## src/scr_defs.svh

```systemverilog
// offsets, field positions, reset values and timing counts of the serializer control bank
`ifndef SCR_DEFS_SVH
`define SCR_DEFS_SVH

`define SCR_ADDR_CFG_ONE   8'h00
`define SCR_ADDR_BUS_ID    8'h01
`define SCR_ADDR_EMPH      8'h02

`define SCR_CFG_REG_BIT    0
`define SCR_CFG_SLEEP_BIT  1
`define SCR_CFG_MODE_LSB   2
`define SCR_CFG_MODE_MSB   3
`define SCR_CFG_EDGE_BIT   4
`define SCR_CFG_SWING_BIT  5
`define SCR_ID_SRC_BIT     7
`define SCR_ID_ADDR_MSB    6
`define SCR_EMPH_DIS_BIT   4
`define SCR_EMPH_LVL_LSB   5
`define SCR_EMPH_LVL_MSB   7

`define SCR_CFG_ONE_RST    8'h00
`define SCR_BUS_ID_RST     8'h68
`define SCR_EMPH_RST       8'h00
`define SCR_CFG_ONE_MASK   8'h3F
`define SCR_EMPH_MASK      8'hF0

`define SCR_MODE_FILT_OFF  2'h0
`define SCR_MODE_FILT_ON   2'h1
`define SCR_MODE_GEN2      2'h2
`define SCR_MODE_GEN1      2'h3
`define SCR_EMPH_EXTERNAL  3'h0

`define SCR_VALID_ADDR_0   7'h69
`define SCR_VALID_ADDR_1   7'h6A
`define SCR_VALID_ADDR_2   7'h6B
`define SCR_VALID_ADDR_3   7'h6E

`define SCR_CLK_HZ         25000000
`define SCR_POWERUP_MS     10
`define SCR_POWERUP_CYC    ((`SCR_CLK_HZ / 1000) * `SCR_POWERUP_MS)

`endif

```

## src/scr_regs_fix.sv

```systemverilog
// holds no logic: the bank lives in scr_regs.sv and its pin synchroniser in scr_sync.sv

```

## src/scr_pkg.sv

```systemverilog
// types shared by the serializer control bank
package scr_pkg;

  typedef logic [7:0] scr_byte_t;

  typedef enum logic [2:0] {
    ST_IDLE,
    ST_ADDR,
    ST_AACK,
    ST_RXB,
    ST_WACK,
    ST_TXB,
    ST_RACK
  } scr_bus_state_e;

endpackage

```

## src/scr_sync.sv

```systemverilog
// two-flop synchroniser for a bundle of pin inputs
`timescale 1ns/1ps
module scr_sync #(
  parameter int         WIDTH   = 1,
  parameter logic [WIDTH-1:0] RST_VAL = '0
) (
  // clock and reset
  input  wire logic             sys_clk,
  input  wire logic             rst,
  // pins in, synchronised out
  input  wire logic [WIDTH-1:0] async_in,
  output logic      [WIDTH-1:0] sync_out
);

  if (WIDTH < 1) begin
    $error("scr_sync: WIDTH must be at least 1");
  end

  logic [WIDTH-1:0] meta_r;

  // first stage feeds only the second stage
  for (genvar i = 0; i < WIDTH; i++) begin : g_bit
    always_ff @(posedge sys_clk) begin
      if (rst) begin
        meta_r[i]   <= RST_VAL[i];
        sync_out[i] <= RST_VAL[i];
      end else begin
        meta_r[i]   <= async_in[i];
        sync_out[i] <= meta_r[i];
      end
    end
  end

endmodule

```

## src/scr_regs.sv

```systemverilog
// serializer control register bank behind a two-wire serial control bus
`timescale 1ns/1ps
`include "scr_defs.svh"

module scr_regs #(
  parameter int POWERUP_CYCLES = `SCR_POWERUP_CYC
) (
  // clock and reset
  input  wire logic       sys_clk,
  input  wire logic       rst,
  // serial control bus, open drain
  input  wire logic       scl_in,
  input  wire logic       sda_in,
  output logic            sda_out,
  output logic            sda_oe_n,
  // device pins
  input  wire logic       power_down_n,
  input  wire logic [1:0] strap_mode,
  input  wire logic       strap_latch_edge_select,
  input  wire logic       strap_output_swing_select,
  input  wire logic [6:0] pin_bus_address,
  // effective configuration
  output logic [1:0]      compat_mode,
  output logic            ctl_filter_en,
  output logic            backcompat_gen2,
  output logic            backcompat_gen1,
  output logic            sleep_mode,
  output logic            latch_edge_select,
  output logic            output_swing_select,
  output logic [2:0]      emphasis_level,
  output logic            emphasis_disable,
  output logic [6:0]      bus_address_field,
  output logic            bus_ready
);

  localparam int CW = $clog2(POWERUP_CYCLES + 1);

  if (POWERUP_CYCLES < 1) begin
    $error("scr_regs: POWERUP_CYCLES must be at least 1");
  end

  ////////////////////////////////////////////////////////////////////////////
  // pin synchronisers

  logic [13:0] pins_s;
  logic        scl_s;
  logic        sda_s;
  logic        pdn_s;
  logic [1:0]  strap_mode_s;
  logic        strap_edge_s;
  logic        strap_swing_s;
  logic [6:0]  pin_addr_s;
  logic        bank_rst;

  scr_sync #(
    .WIDTH   (14),
    .RST_VAL (14'h0007)
  ) u_sync (
    .sys_clk  (sys_clk),
    .rst      (rst),
    .async_in ({pin_bus_address, strap_output_swing_select, strap_latch_edge_select,
                strap_mode, power_down_n, sda_in, scl_in}),
    .sync_out (pins_s)
  );

  assign scl_s         = pins_s[0];
  assign sda_s         = pins_s[1];
  assign pdn_s         = pins_s[2];
  assign strap_mode_s  = pins_s[4:3];
  assign strap_edge_s  = pins_s[5];
  assign strap_swing_s = pins_s[6];
  assign pin_addr_s    = pins_s[13:7];
  // power-down clears the bank, sleep does not
  assign bank_rst      = rst | ~pdn_s;

  ////////////////////////////////////////////////////////////////////////////
  // bus line edges and power-up wait

  logic          scl_d_r;
  logic          sda_d_r;
  logic [CW-1:0] wait_r;
  logic [CW-1:0] wait_nxt;
  logic          ready_r;
  logic          ready_nxt;
  logic          scl_rise;
  logic          scl_fall;
  logic          bus_start;
  logic          bus_stop;

  assign scl_rise  = scl_s & ~scl_d_r;
  assign scl_fall  = ~scl_s & scl_d_r;
  assign bus_start = scl_s & scl_d_r & sda_d_r & ~sda_s;
  assign bus_stop  = scl_s & scl_d_r & ~sda_d_r & sda_s;

  always_comb begin
    wait_nxt  = wait_r;
    ready_nxt = ready_r;
    if (!ready_r) begin
      if (wait_r == CW'(POWERUP_CYCLES - 1)) begin
        ready_nxt = 1'b1;
      end else begin
        wait_nxt = wait_r + CW'(1);
      end
    end
  end

  always_ff @(posedge sys_clk) begin
    if (bank_rst) begin
      scl_d_r <= 1'b1;
      sda_d_r <= 1'b1;
      wait_r  <= '0;
      ready_r <= 1'b0;
    end else begin
      scl_d_r <= scl_s;
      sda_d_r <= sda_s;
      wait_r  <= wait_nxt;
      ready_r <= ready_nxt;
    end
  end

  ////////////////////////////////////////////////////////////////////////////
  // register file

  scr_pkg::scr_byte_t cfg_r;
  scr_pkg::scr_byte_t cfg_nxt;
  scr_pkg::scr_byte_t id_r;
  scr_pkg::scr_byte_t id_nxt;
  scr_pkg::scr_byte_t emph_r;
  scr_pkg::scr_byte_t emph_nxt;
  logic               wr_en;
  scr_pkg::scr_byte_t wr_addr;
  scr_pkg::scr_byte_t wr_data;

  function automatic scr_pkg::scr_byte_t rd_byte(input scr_pkg::scr_byte_t a, input scr_pkg::scr_byte_t c,
                                                 input scr_pkg::scr_byte_t i, input scr_pkg::scr_byte_t e);
    case (a)
      `SCR_ADDR_CFG_ONE: rd_byte = c;
      `SCR_ADDR_BUS_ID:  rd_byte = i;
      `SCR_ADDR_EMPH:    rd_byte = e;
      default:           rd_byte = 8'h00;
    endcase
  endfunction

  always_comb begin
    cfg_nxt  = cfg_r;
    id_nxt   = id_r;
    emph_nxt = emph_r;
    if (wr_en) begin
      case (wr_addr)
        `SCR_ADDR_CFG_ONE: cfg_nxt  = wr_data & `SCR_CFG_ONE_MASK;
        `SCR_ADDR_BUS_ID:  id_nxt   = wr_data;
        `SCR_ADDR_EMPH:    emph_nxt = wr_data & `SCR_EMPH_MASK;
        default:           cfg_nxt  = cfg_r;
      endcase
    end
  end

  always_ff @(posedge sys_clk) begin
    if (bank_rst) begin
      cfg_r  <= `SCR_CFG_ONE_RST;
      id_r   <= `SCR_BUS_ID_RST;
      emph_r <= `SCR_EMPH_RST;
    end else begin
      cfg_r  <= cfg_nxt;
      id_r   <= id_nxt;
      emph_r <= emph_nxt;
    end
  end

  ////////////////////////////////////////////////////////////////////////////
  // effective configuration outputs

  logic       reg_mode;
  logic [6:0] id_field;
  logic       id_valid;
  logic [1:0] mode_nxt;
  logic [6:0] addr_nxt;
  logic [2:0] lvl_nxt;

  assign reg_mode = cfg_r[`SCR_CFG_REG_BIT];
  assign id_field = id_r[`SCR_ID_ADDR_MSB:0];
  // reserved codes in the field never reach the bus decoder
  assign id_valid = (id_field == `SCR_VALID_ADDR_0) || (id_field == `SCR_VALID_ADDR_1) ||
                    (id_field == `SCR_VALID_ADDR_2) || (id_field == `SCR_VALID_ADDR_3);

  always_comb begin
    mode_nxt = reg_mode ? cfg_r[`SCR_CFG_MODE_MSB:`SCR_CFG_MODE_LSB] : strap_mode_s;
    addr_nxt = (id_r[`SCR_ID_SRC_BIT] && id_valid) ? id_field : pin_addr_s;
    lvl_nxt  = reg_mode ? emph_r[`SCR_EMPH_LVL_MSB:`SCR_EMPH_LVL_LSB] : `SCR_EMPH_EXTERNAL;
  end

  always_ff @(posedge sys_clk) begin
    if (bank_rst) begin
      compat_mode         <= `SCR_MODE_FILT_OFF;
      ctl_filter_en       <= 1'b0;
      backcompat_gen2     <= 1'b0;
      backcompat_gen1     <= 1'b0;
      sleep_mode          <= 1'b0;
      latch_edge_select   <= 1'b0;
      output_swing_select <= 1'b0;
      emphasis_level      <= `SCR_EMPH_EXTERNAL;
      emphasis_disable    <= 1'b0;
      bus_address_field   <= `SCR_VALID_ADDR_3;
    end else begin
      compat_mode         <= mode_nxt;
      ctl_filter_en       <= (mode_nxt == `SCR_MODE_FILT_ON);
      backcompat_gen2     <= (mode_nxt == `SCR_MODE_GEN2);
      backcompat_gen1     <= (mode_nxt == `SCR_MODE_GEN1);
      sleep_mode          <= cfg_r[`SCR_CFG_SLEEP_BIT];
      latch_edge_select   <= reg_mode ? cfg_r[`SCR_CFG_EDGE_BIT] : strap_edge_s;
      output_swing_select <= reg_mode ? cfg_r[`SCR_CFG_SWING_BIT] : strap_swing_s;
      emphasis_level      <= lvl_nxt;
      emphasis_disable    <= reg_mode & emph_r[`SCR_EMPH_DIS_BIT];
      bus_address_field   <= addr_nxt;
    end
  end

  assign bus_ready = ready_r;
  assign sda_out   = 1'b0;

  ////////////////////////////////////////////////////////////////////////////
  // serial bus slave engine

  scr_pkg::scr_bus_state_e st_r;
  scr_pkg::scr_bus_state_e st_nxt;
  logic [3:0]              cnt_r;
  logic [3:0]              cnt_nxt;
  scr_pkg::scr_byte_t      sh_r;
  scr_pkg::scr_byte_t      sh_nxt;
  scr_pkg::scr_byte_t      tx_r;
  scr_pkg::scr_byte_t      tx_nxt;
  scr_pkg::scr_byte_t      ptr_r;
  scr_pkg::scr_byte_t      ptr_nxt;
  logic                    have_ptr_r;
  logic                    have_ptr_nxt;
  logic                    rw_r;
  logic                    rw_nxt;
  logic                    nack_r;
  logic                    nack_nxt;
  logic                    oe_n_r;
  logic                    oe_n_nxt;
  scr_pkg::scr_byte_t      rd_now;

  assign rd_now = rd_byte(ptr_r, cfg_r, id_r, emph_r);

  always_comb begin
    st_nxt       = st_r;
    cnt_nxt      = cnt_r;
    sh_nxt       = sh_r;
    tx_nxt       = tx_r;
    ptr_nxt      = ptr_r;
    have_ptr_nxt = have_ptr_r;
    rw_nxt       = rw_r;
    nack_nxt     = nack_r;
    oe_n_nxt     = oe_n_r;
    wr_en        = 1'b0;
    wr_addr      = ptr_r;
    wr_data      = sh_r;
    if (!ready_r || bus_stop) begin
      st_nxt   = scr_pkg::ST_IDLE;
      oe_n_nxt = 1'b1;
    end else if (bus_start) begin
      st_nxt   = scr_pkg::ST_ADDR;
      cnt_nxt  = 4'h0;
      oe_n_nxt = 1'b1;
    end else begin
      case (st_r)
        scr_pkg::ST_ADDR, scr_pkg::ST_RXB: begin
          if (scl_rise) begin
            sh_nxt  = {sh_r[6:0], sda_s};
            cnt_nxt = cnt_r + 4'h1;
          end else if (scl_fall && cnt_r == 4'h8) begin
            cnt_nxt  = 4'h0;
            oe_n_nxt = 1'b0;
            if (st_r == scr_pkg::ST_RXB) begin
              st_nxt = scr_pkg::ST_WACK;
              if (!have_ptr_r) begin
                ptr_nxt      = sh_r;
                have_ptr_nxt = 1'b1;
              end else begin
                wr_en   = 1'b1;
                ptr_nxt = ptr_r + 8'h01;
              end
            end else if (sh_r[7:1] == bus_address_field) begin
              st_nxt       = scr_pkg::ST_AACK;
              rw_nxt       = sh_r[0];
              have_ptr_nxt = 1'b0;
            end else begin
              st_nxt   = scr_pkg::ST_IDLE;
              oe_n_nxt = 1'b1;
            end
          end
        end
        scr_pkg::ST_AACK, scr_pkg::ST_WACK: begin
          if (scl_fall) begin
            if (st_r == scr_pkg::ST_AACK && rw_r) begin
              st_nxt   = scr_pkg::ST_TXB;
              tx_nxt   = rd_now;
              ptr_nxt  = ptr_r + 8'h01;
              oe_n_nxt = rd_now[7];
            end else begin
              st_nxt   = scr_pkg::ST_RXB;
              oe_n_nxt = 1'b1;
            end
          end
        end
        scr_pkg::ST_TXB: begin
          if (scl_fall) begin
            cnt_nxt = cnt_r + 4'h1;
            if (cnt_r == 4'h7) begin
              st_nxt   = scr_pkg::ST_RACK;
              oe_n_nxt = 1'b1;
            end else begin
              tx_nxt   = {tx_r[6:0], 1'b0};
              oe_n_nxt = tx_r[6];
            end
          end
        end
        scr_pkg::ST_RACK: begin
          if (scl_rise) begin
            nack_nxt = sda_s;
          end else if (scl_fall) begin
            cnt_nxt = 4'h0;
            if (nack_r) begin
              st_nxt = scr_pkg::ST_IDLE;
            end else begin
              st_nxt   = scr_pkg::ST_TXB;
              tx_nxt   = rd_now;
              ptr_nxt  = ptr_r + 8'h01;
              oe_n_nxt = rd_now[7];
            end
          end
        end
        default: begin
          st_nxt   = scr_pkg::ST_IDLE;
          oe_n_nxt = 1'b1;
        end
      endcase
    end
  end

  always_ff @(posedge sys_clk) begin
    if (bank_rst) begin
      st_r       <= scr_pkg::ST_IDLE;
      cnt_r      <= 4'h0;
      sh_r       <= 8'h00;
      tx_r       <= 8'h00;
      ptr_r      <= 8'h00;
      have_ptr_r <= 1'b0;
      rw_r       <= 1'b0;
      nack_r     <= 1'b0;
      oe_n_r     <= 1'b1;
    end else begin
      st_r       <= st_nxt;
      cnt_r      <= cnt_nxt;
      sh_r       <= sh_nxt;
      tx_r       <= tx_nxt;
      ptr_r      <= ptr_nxt;
      have_ptr_r <= have_ptr_nxt;
      rw_r       <= rw_nxt;
      nack_r     <= nack_nxt;
      oe_n_r     <= oe_n_nxt;
    end
  end

  assign sda_oe_n = oe_n_r;

endmodule

```

## config.mk

```make
export PLATFORM = sky130hd
export DESIGN_NAME = scr_regs
export DESIGN_NICKNAME = d
export VERILOG_FILES = /design/src/scr_regs_fix.sv /design/src/scr_pkg.sv /design/src/scr_sync.sv /design/src/scr_regs.sv
export VERILOG_INCLUDE_DIRS = /design/src /design/src/src
export SDC_FILE = /design/constraint.sdc
export NUM_CORES = 1
export LEC_CHECK = 0
export BUFFER_PORTS_ARGS = -buffer_cell sky130_fd_sc_hd__buf_2
export CAP_MARGIN = 0
export CORE_MARGIN = 2
export CORE_UTILIZATION = 50
export DETAILED_ROUTE_END_ITERATION = 10
export PLACE_DENSITY = 0.75
export REMOVE_ABC_BUFFERS = 1
export SLEW_MARGIN = 0
export SYNTH_ARGS = -nofsm -noshare
export SYNTH_HDL_FRONTEND = slang
export SYNTH_SLANG_ARGS = --single-unit
export TNS_END_PERCENT = 50
```

## constraint.sdc

```tcl
create_clock -name sys_clk -period 3 [get_ports sys_clk]
set_clock_uncertainty 0.15 [all_clocks]
set_input_delay 0.3 -clock sys_clk [delete_from_list [all_inputs] [get_ports sys_clk]]
set_output_delay 0.3 -clock sys_clk [all_outputs]
set_load 0.01 [all_outputs]
```

# Yosys cells after proc, flatten, opt, wreduce, memory -nomap -nowiden
# Cells that the tools add are included.
# classes
eq_ne,38
muxes,66
multipliers,0
bitwise_logic,21
n_shift,0
n_div,0
reduce_logical,32
n_addsub,3
magnitude_cmp,0
# ops
cell,count
8-bit 2-to-1 mux,9
7-bit 2-to-1 mux,8
8-bit case mux with 3 select lines,2
3-bit 2-to-1 mux,10
7-bit == test (second input constant),4
7-bit AND reduction,4
1-bit 2-to-1 mux,25
4-bit 2-to-1 mux,6
2-bit != test (second input constant),11
3-bit != test (second input constant),7
7-bit case mux with 3 select lines,1
18-bit by 1-bit adder with 18-bit output (second input constant),1
18-bit == test (second input constant),1
1-bit NOT,12
3-bit case mux with 4 select lines,1
4-bit case mux with 3 select lines,1
6-bit AND reduction,2
11-bit AND reduction,1
10-bit AND reduction,1
3-bit == test (second input constant),3
8-bit by 1-bit adder with 8-bit output (second input constant),1
1-bit AND,8
8-bit by 1-bit == test with 1-bit output (second input constant),1
8-bit by 2-bit == test with 1-bit output (second input constant),1
other kinds (23),39
# totals
ramBits,0
romBits,0
reg_bits,120
input_bits,16
out_inout_bits,22
word_cells,215
n_memories,0
latchBits,0

# Logic depth before layout (Yosys ltp)
# Gate-level depths: netlist of run 1.
# depth
depth_word,9
depth_mapped,9
mapped_depth_nobuf,7

# Hierarchy
# From an unflattened synthesis of run 1, not the netlist that was laid out.
# unflattened
cells_unflattened,581
area_unflattened_um2,5307.6
# by_module_without_submodules
mod,cells_each,area_per_inst_um2,instances
scr_regs,523,4545.6,1
scr_sync,58,762.0,1

# Least setup slack after synthesis of run 1
# Ideal clock, no wire load.
# synth_timing
path_type,register to register
from,reg cnt_r[0]
to,reg cfg_r[1]
path_stages_with_launch,9
slack_ns,0.706
setup_ns,0.119
arrival_ns,2.025
path_cell_list,dfxtp_1 -> inv_1 -> ha_1 -> nand3b_1 -> or4_4 -> or3_4 -> or3_1 -> buf_6 -> mux2i_1
# synth_via
elab_chain_cells,8
# synth_lines
item,line,rtl
from (decl),scr_regs.sv:226,logic [3:0] cnt_r;
from (signal assigned),scr_regs.sv:355,cnt_r <= cnt_nxt;
4-bit == test,scr_regs.sv:272,end else if (scl_fall && cnt_r == 4'h8) begin
1-bit logical AND,scr_regs.sv:272,
1-bit 2-to-1 mux,scr_regs.sv:272,
1-bit 2-to-1 mux,scr_regs.sv:269,if (scl_rise) begin
1-bit 2-to-1 mux,scr_regs.sv:267,case (st_r)
1-bit 2-to-1 mux,scr_regs.sv:262,end else if (bus_start) begin
1-bit 2-to-1 mux,scr_regs.sv:259,if (!ready_r || bus_stop) begin
2-bit AND reduction (no source line),--,
to (signal assigned),scr_regs.sv:160,cfg_r <= `SCR_CFG_ONE_RST;
to (signal assigned),scr_regs.sv:164,cfg_r <= cfg_nxt;
to (decl),scr_regs.sv:124,scr_pkg::scr_byte_t cfg_r;
# Every way passes these cells.
# A chain may end at the register's enable or synchronous reset.

# Final worst setup path of run 1
# layout_timing
from,reg st_r[1]
to,reg ptr_r[0]
# layout_via
elab_chain_cells,4
elab_cells_between_ends,19
classes_between,13 x eq/ne; 1 x mux; 5 x reduce/logical
# layout_lines
item,line,rtl
from (decl),scr_regs.sv:224,scr_pkg::scr_bus_state_e st_r;
from (signal assigned),scr_regs.sv:344,st_r <= scr_pkg::ST_IDLE;
from (signal assigned),scr_regs.sv:354,st_r <= st_nxt;
3-bit by 2-bit == test with 1-bit output (tied with other cells),"scr_regs.sv:267, scr_regs.sv:275",
2-bit OR reduction or 1-bit logical AND (tied branches),"scr_regs.sv:267, scr_regs.sv:296",
2-bit != test (no source line) or 3-bit nonzero test (tied branches),--,
11-bit AND reduction (no source line),--,
to (signal assigned),scr_regs.sv:358,ptr_r <= ptr_nxt;
to (decl),scr_regs.sv:232,scr_pkg::scr_byte_t ptr_r;
# Several ways; a longest one is shown, not always the timed one.

==> results of run 1 <==
[flip-flops by register name, summed over array words and instances, names as in the netlist, 2 cells and up]
| name | count |
|---|---|
| cnt_r | 4 |
| emphasis_level | 3 |
| ptr_r | 8 |
| compat_mode | 2 |
| bus_address_field | 7 |
| st_r | 3 |
| sh_r | 8 |
| cfg_r | 6 |
| wait_r | 18 |
| u_sync.sync_out | 14 |
| id_r | 8 |
| u_sync.meta_r | 14 |
| emph_r | 4 |
| tx_r | 7 |
[routing by layer]
metal | GRT usage (%) | up-vias | routed length [um]
li1 | - | 2076 | -
met1 | 27.90 | 1968 | 5228
met2 | 32.81 | 108 | 5148
met3 | 4.638 | 18 | 492
met4 | 9.305 | 0 | 192
met5 | 0 | - | 0
[cells in the mapped netlist (7+ instances only)]
library cell and number:
ha_1 7, nand3_1 8, a211oi_1 8, o211ai_1 10
a21oi_1 23, or2_2 13, nand2_1 51, nor3_1 7
inv_1 13, nor2_1 64, a22oi_1 7, and3_1 9
xor2_1 20, nor2b_1 26, clkbuf_1 27, nand2b_1 8
dfxtp_1 120, mux2i_1 38
[worst max-delay path, delay by kind of cell, from the launching register on]
kind            cells  cell delay (ns)
compound gates      3             0.50
simple gates        2             1.26
flops               1             0.59
[worst paths after layout]
kind | slack (ns) | end | depth (start not counted) | start
setup / recovery | 0.41 | ptr_r[0] | 5 | st_r[1]
hold / removal | 0.09 | u_sync.sync_out[4] | 2 | rst
setup reg to reg | 0.41 | ptr_r[0] | 5 | st_r[1]
hold reg to reg | 0.26 | u_sync.sync_out[0] | 1 | u_sync.meta_r[0]
[layout make-up]
cell class	count	area (um2)	share of cell area, %
clock buffers	17	414.1	6.724
clock inverters	15	168.9	2.742
inverters	14	52.55	0.8531
multi-input cells	398	2586	41.99
flip-flops and latches	120	2402	39.00
well taps	136	170.2	2.763
repair buffers	56	365.4	5.931
[power groups by stage]
stage	clock network (mW)	registers, mW	logic, mW
floorplan	0	1.67	0.0580
global placement	0	1.67	0.103
detailed placement	0	1.67	0.106
CTS	2.01	1.64	0.120
global route	2.08	1.64	0.133
finish	1.98	1.64	0.121
[repair_timing]
action	in CTS	in global routing
setup buffers	0	0
hold endpoints to repair	14	0
hold buffers	14	0
[cells by family after synthesis]
group	after synthesis	share of synthesized area [%]
AO/OA/AOI/OAI	98	13.39
multiplexers	40	7.783
XOR/XNOR	23	3.892
buffers and inverters	48	3.722
adder cells (fa/ha/maj)	7	1.692
flip-flops	120	46.41
AND/OR/NAND/NOR	229	23.04
other	1	0.07245
==> metrics.cfg, run 1 <==
[sta]
fin_crit_ns=2.590
setup_ws_ns=0.4097
hold_viol_final=0
hold_ws_ns=0.08761
slew-limit-headroom_pct=43.21
setup_tns_ns=0
worst_slew_pin_slew_ns=0.8446
finalMaxSlewViolations=0
finalCritPeriodShare_pct=86.34
timing.fmax_mhz=386.1
setup_viol=0
rsz0062_at_grt=no

[run_status]
status=finished, final reports clean

[floorplan]
ios=38
core_area_mm2=0.01018
start_util_pct=50.82
chipWidth_um=105.7
rows=37
die-area_mm2=0.01118
die_h_um=105.7

[worst_setup_path]
critPathKind=flop to flop
crit_slowest_cell=or4_1
cp_max_fo=17
crit_required_ns=3.30
end_kind=flop
critPathMaxStageDelay_ns=0.81
cp_cell_sequence=a21boi_0, o22ai_1, or4_1, or3_1, a31oi_1
cp_data_arrival_time_ns=2.89
start_kind=flop

[power]
pwr-share-clk_pct=52.9
power_density_mw_per_mm2=606.5
cellLeakagePower_nw=2.367
seqPwrFrac_pct=43.8
comb_power_share_pct=3.2
peakVddDrop_mv=0.4070
power.total_mw=3.736
p_int_mw=2.877
p_sw_share_pct=23.00
switchingPower_mw=0.8593

[final_layout]
fin_area_mm2=0.006160
syn_to_final_growth_pct=19.00
layout-drive-gt1-share_pct=15.65
fillers=877
post-route-util_pct=60.48
final_common_cell=dfxtp_1
final_cell_mix=dfxtp_1, nor2_1, nand2_1, mux2i_1, buf_2
num-nets-final=630
fin_cells=756
num_antenna_cells=0

[min_path]
min_path_type=input port to flop

[synth]
ys.flop_type=dfxtp_1
yosysWarnings=0
synth_top_cell_area_share_pct=46.41
syn_inst=566
synth_top_area_cell=dfxtp_1
ys_ff_latch=120
synth_area_leaders=dfxtp_1, mux2i_1, nor2_1
seq_area_frac_synth_pct=46.41
synthArstFlopShare_pct=0
synth_area_mm2=0.005176
avgSynthCellArea_um2=9.145
synth_cell_types=67
synth_edf_count=0

[global_routing]
grt.overflow.total=0
antenna_found_initial=0
grt_use_total_pct=21.00
grt_pass1_vias=3909
grt_pass1_wl_mm=18.61
grt_max_degree=47

[clock_tree]
post_cts_resize_count=0
cts-root-buf=clkbuf_8
clk_latency_ns=0.52
cts_buffers=17
htreeDepth=4
cts_sinks=120
cts_tree=built
clkSlewWorstSetupHoldPaths_ns=0.06
clock_path_buffers=2

[place]
io_buffers=36
dp_hpwl_mm=7.440
dpl_cell_area_mm2=0.005436
dpl.cell_count=710
gp_congestion=0.8947
post-place-ws_ns=0.4523

[drt]
drcViolationCount=0
routed_wirelength_mm=11.06
first_pass_iters=5
final_antenna_net_count=0
wl_per_cell_um=14.63
drtIter0Drc=282
avgViaCountPerCell=5.516
num_vias=4170

[run]
drv_cap=0

No activity file was read; power rests on OpenSTA's default activity.
==> run 2: changes to the inputs <==
- CTS_BUF_LIST: default -> sky130_fd_sc_hd__clkbuf_16
- clock period: 3 -> 2.61 ns (I/O delays scaled with it)
==> metrics.cfg, run 2 (synthesis results as in run 1) <==
[run_status]
status=finished, final reports clean

[final_layout]
num-nets-final=636
num_antenna_cells=0
fillers=854
fin_area_mm2=0.006208
layout-drive-gt1-share_pct=16.16
largest_reg_flops=18
syn_to_final_growth_pct=19.94
largest_register=wait_r
top_regs=wait_r: 18 flops, u_sync.meta_r: 14 flops, u_sync.sync_out: 14 flops
fin_cells=761
final_cell_mix=dfxtp_1, nor2_1, nand2_1, mux2i_1, buf_2
final_common_cell=dfxtp_1

[worst_setup_path]
r2r_cells=7
ff2ff_setup_slack_ns=0.19
cp_max_fo=5
start_kind=flop
end_kind=flop
r2r-start=cnt_r[0]
critPathKind=flop to flop
crit_required_ns=2.79
cp_data_arrival_time_ns=2.60
timing.rr.end=emph_r[5]
critPathLaunch=cnt_r[0]

[sta]
hold_viol_final=0
timing.fmax_mhz=413.1
hold_ws_ns=0.2603
finalMaxSlewViolations=0
rsz0062_at_grt=no
setup_tns_ns=0
fin_crit_ns=2.421
finalCritPeriodShare_pct=92.76
worst_slew_pin_slew_ns=0.8300
setup_viol=0
slew-limit-headroom_pct=44.19

[clock_tree]
clk_latency_ns=0.41
cts_buffers=17
clkSlewWorstSetupHoldPaths_ns=0.05
cts_sinks=120
clock_path_buffers=2
cts_tree=built
post-cts-setup-buffer-count=0
htreeDepth=4
cts-root-buf=clkbuf_16

[global_routing]
grt_use_total_pct=21.33
antenna_found_initial=0
grt_max_degree=58
grt_pass1_wl_mm=19.09
grt.overflow.total=0
grt_pass1_vias=4049

[drt]
avgViaCountPerCell=5.498
final_antenna_net_count=0
num_vias=4184
drcViolationCount=0
drtIter0Drc=268
wl_per_cell_um=14.80
routed_wirelength_mm=11.27
first_pass_iters=5

[min_path]
min_path_type=flop to flop
min_from=u_sync.meta_r[1]
holdPathStages=1
hold_end=u_sync.sync_out[1]

[floorplan]
chipWidth_um=105.7
die-area_mm2=0.01118
core_area_mm2=0.01018
die_h_um=105.7
start_util_pct=50.82
ios=38
rows=37

[run]
drv_cap=0

[power]
power.total_mw=4.231
power_density_mw_per_mm2=681.5
peakVddDrop_mv=0.3897
cellLeakagePower_nw=2.390

[place]
io_buffers=36
dpl_cell_area_mm2=0.005487
dp_hpwl_mm=7.475
gp_congestion=0.9115
dpl.cell_count=715

-- run 2: worst max-delay path by stage --
stage / to / slack (ns)
floorplan: bus_address_field[3] / 0.04
global placement: cfg_r[0] / 0.15
detailed placement: cfg_r[2] / 0.11
CTS: cfg_r[2] / 0.08
global route: ptr_r[7] / 0.05
finish: emph_r[5] / 0.19
-- run 2: final cells by class --
class                           count  area, um2  area share [%]
Inverter                           14      52.55          0.8464
Tap cell                          136      170.2           2.741
Multi-Input combinational cell    398       2597           41.84
Sequential cell                   120       2402           38.69
Clock buffer                       17      425.4           6.852
Timing Repair Buffer               62      425.4           6.852
Clock inverter                     14      135.1           2.177
-- run 2: power by group --
group          leakage, nW  internal [mW]  switching (mW)  total (mW)
clock network        0.270           1.38           0.818        2.20
logic                 1.14         0.0660          0.0786       0.145
registers            0.976           1.87          0.0167        1.88
-- run 2: what timing repair did --
| item | CTS | global route |
|---|---|---|
| endpoints found under the setup margin | 0 | 7 |
| hold endpoints to repair | 16 | 0 |
| resized for setup | 0 | 2 |
| hold buffers | 15 | 0 |
-- run 2: metal layers --
layer  GRT usage (%)  share of wire [%]
met4           8.553                1.4
met5               0                  0
met3           4.329                4.9
met2           34.19                 48
met1           28.17                 46
-- run 2: metrics by stage --
stage / utilization [%] / worst slack [ns]
after CTS: 60.85 / 0.08410
after floorplan: - / 0.04288
after detailed placement: 53.87 / 0.1109
final: 60.96 / 0.1890
after global routing: 60.96 / 0.05229
after global placement: 53.87 / 0.1506
-- run 2: critical path: stages, from the launching register on --
cell and delay (ns):
dfxtp_1 0.34, inv_1 0.06, ha_1 0.13, nand3b_1 0.12
or4_4 0.46, or3_4 0.39, nor3_2 0.43, mux2i_1 0.26
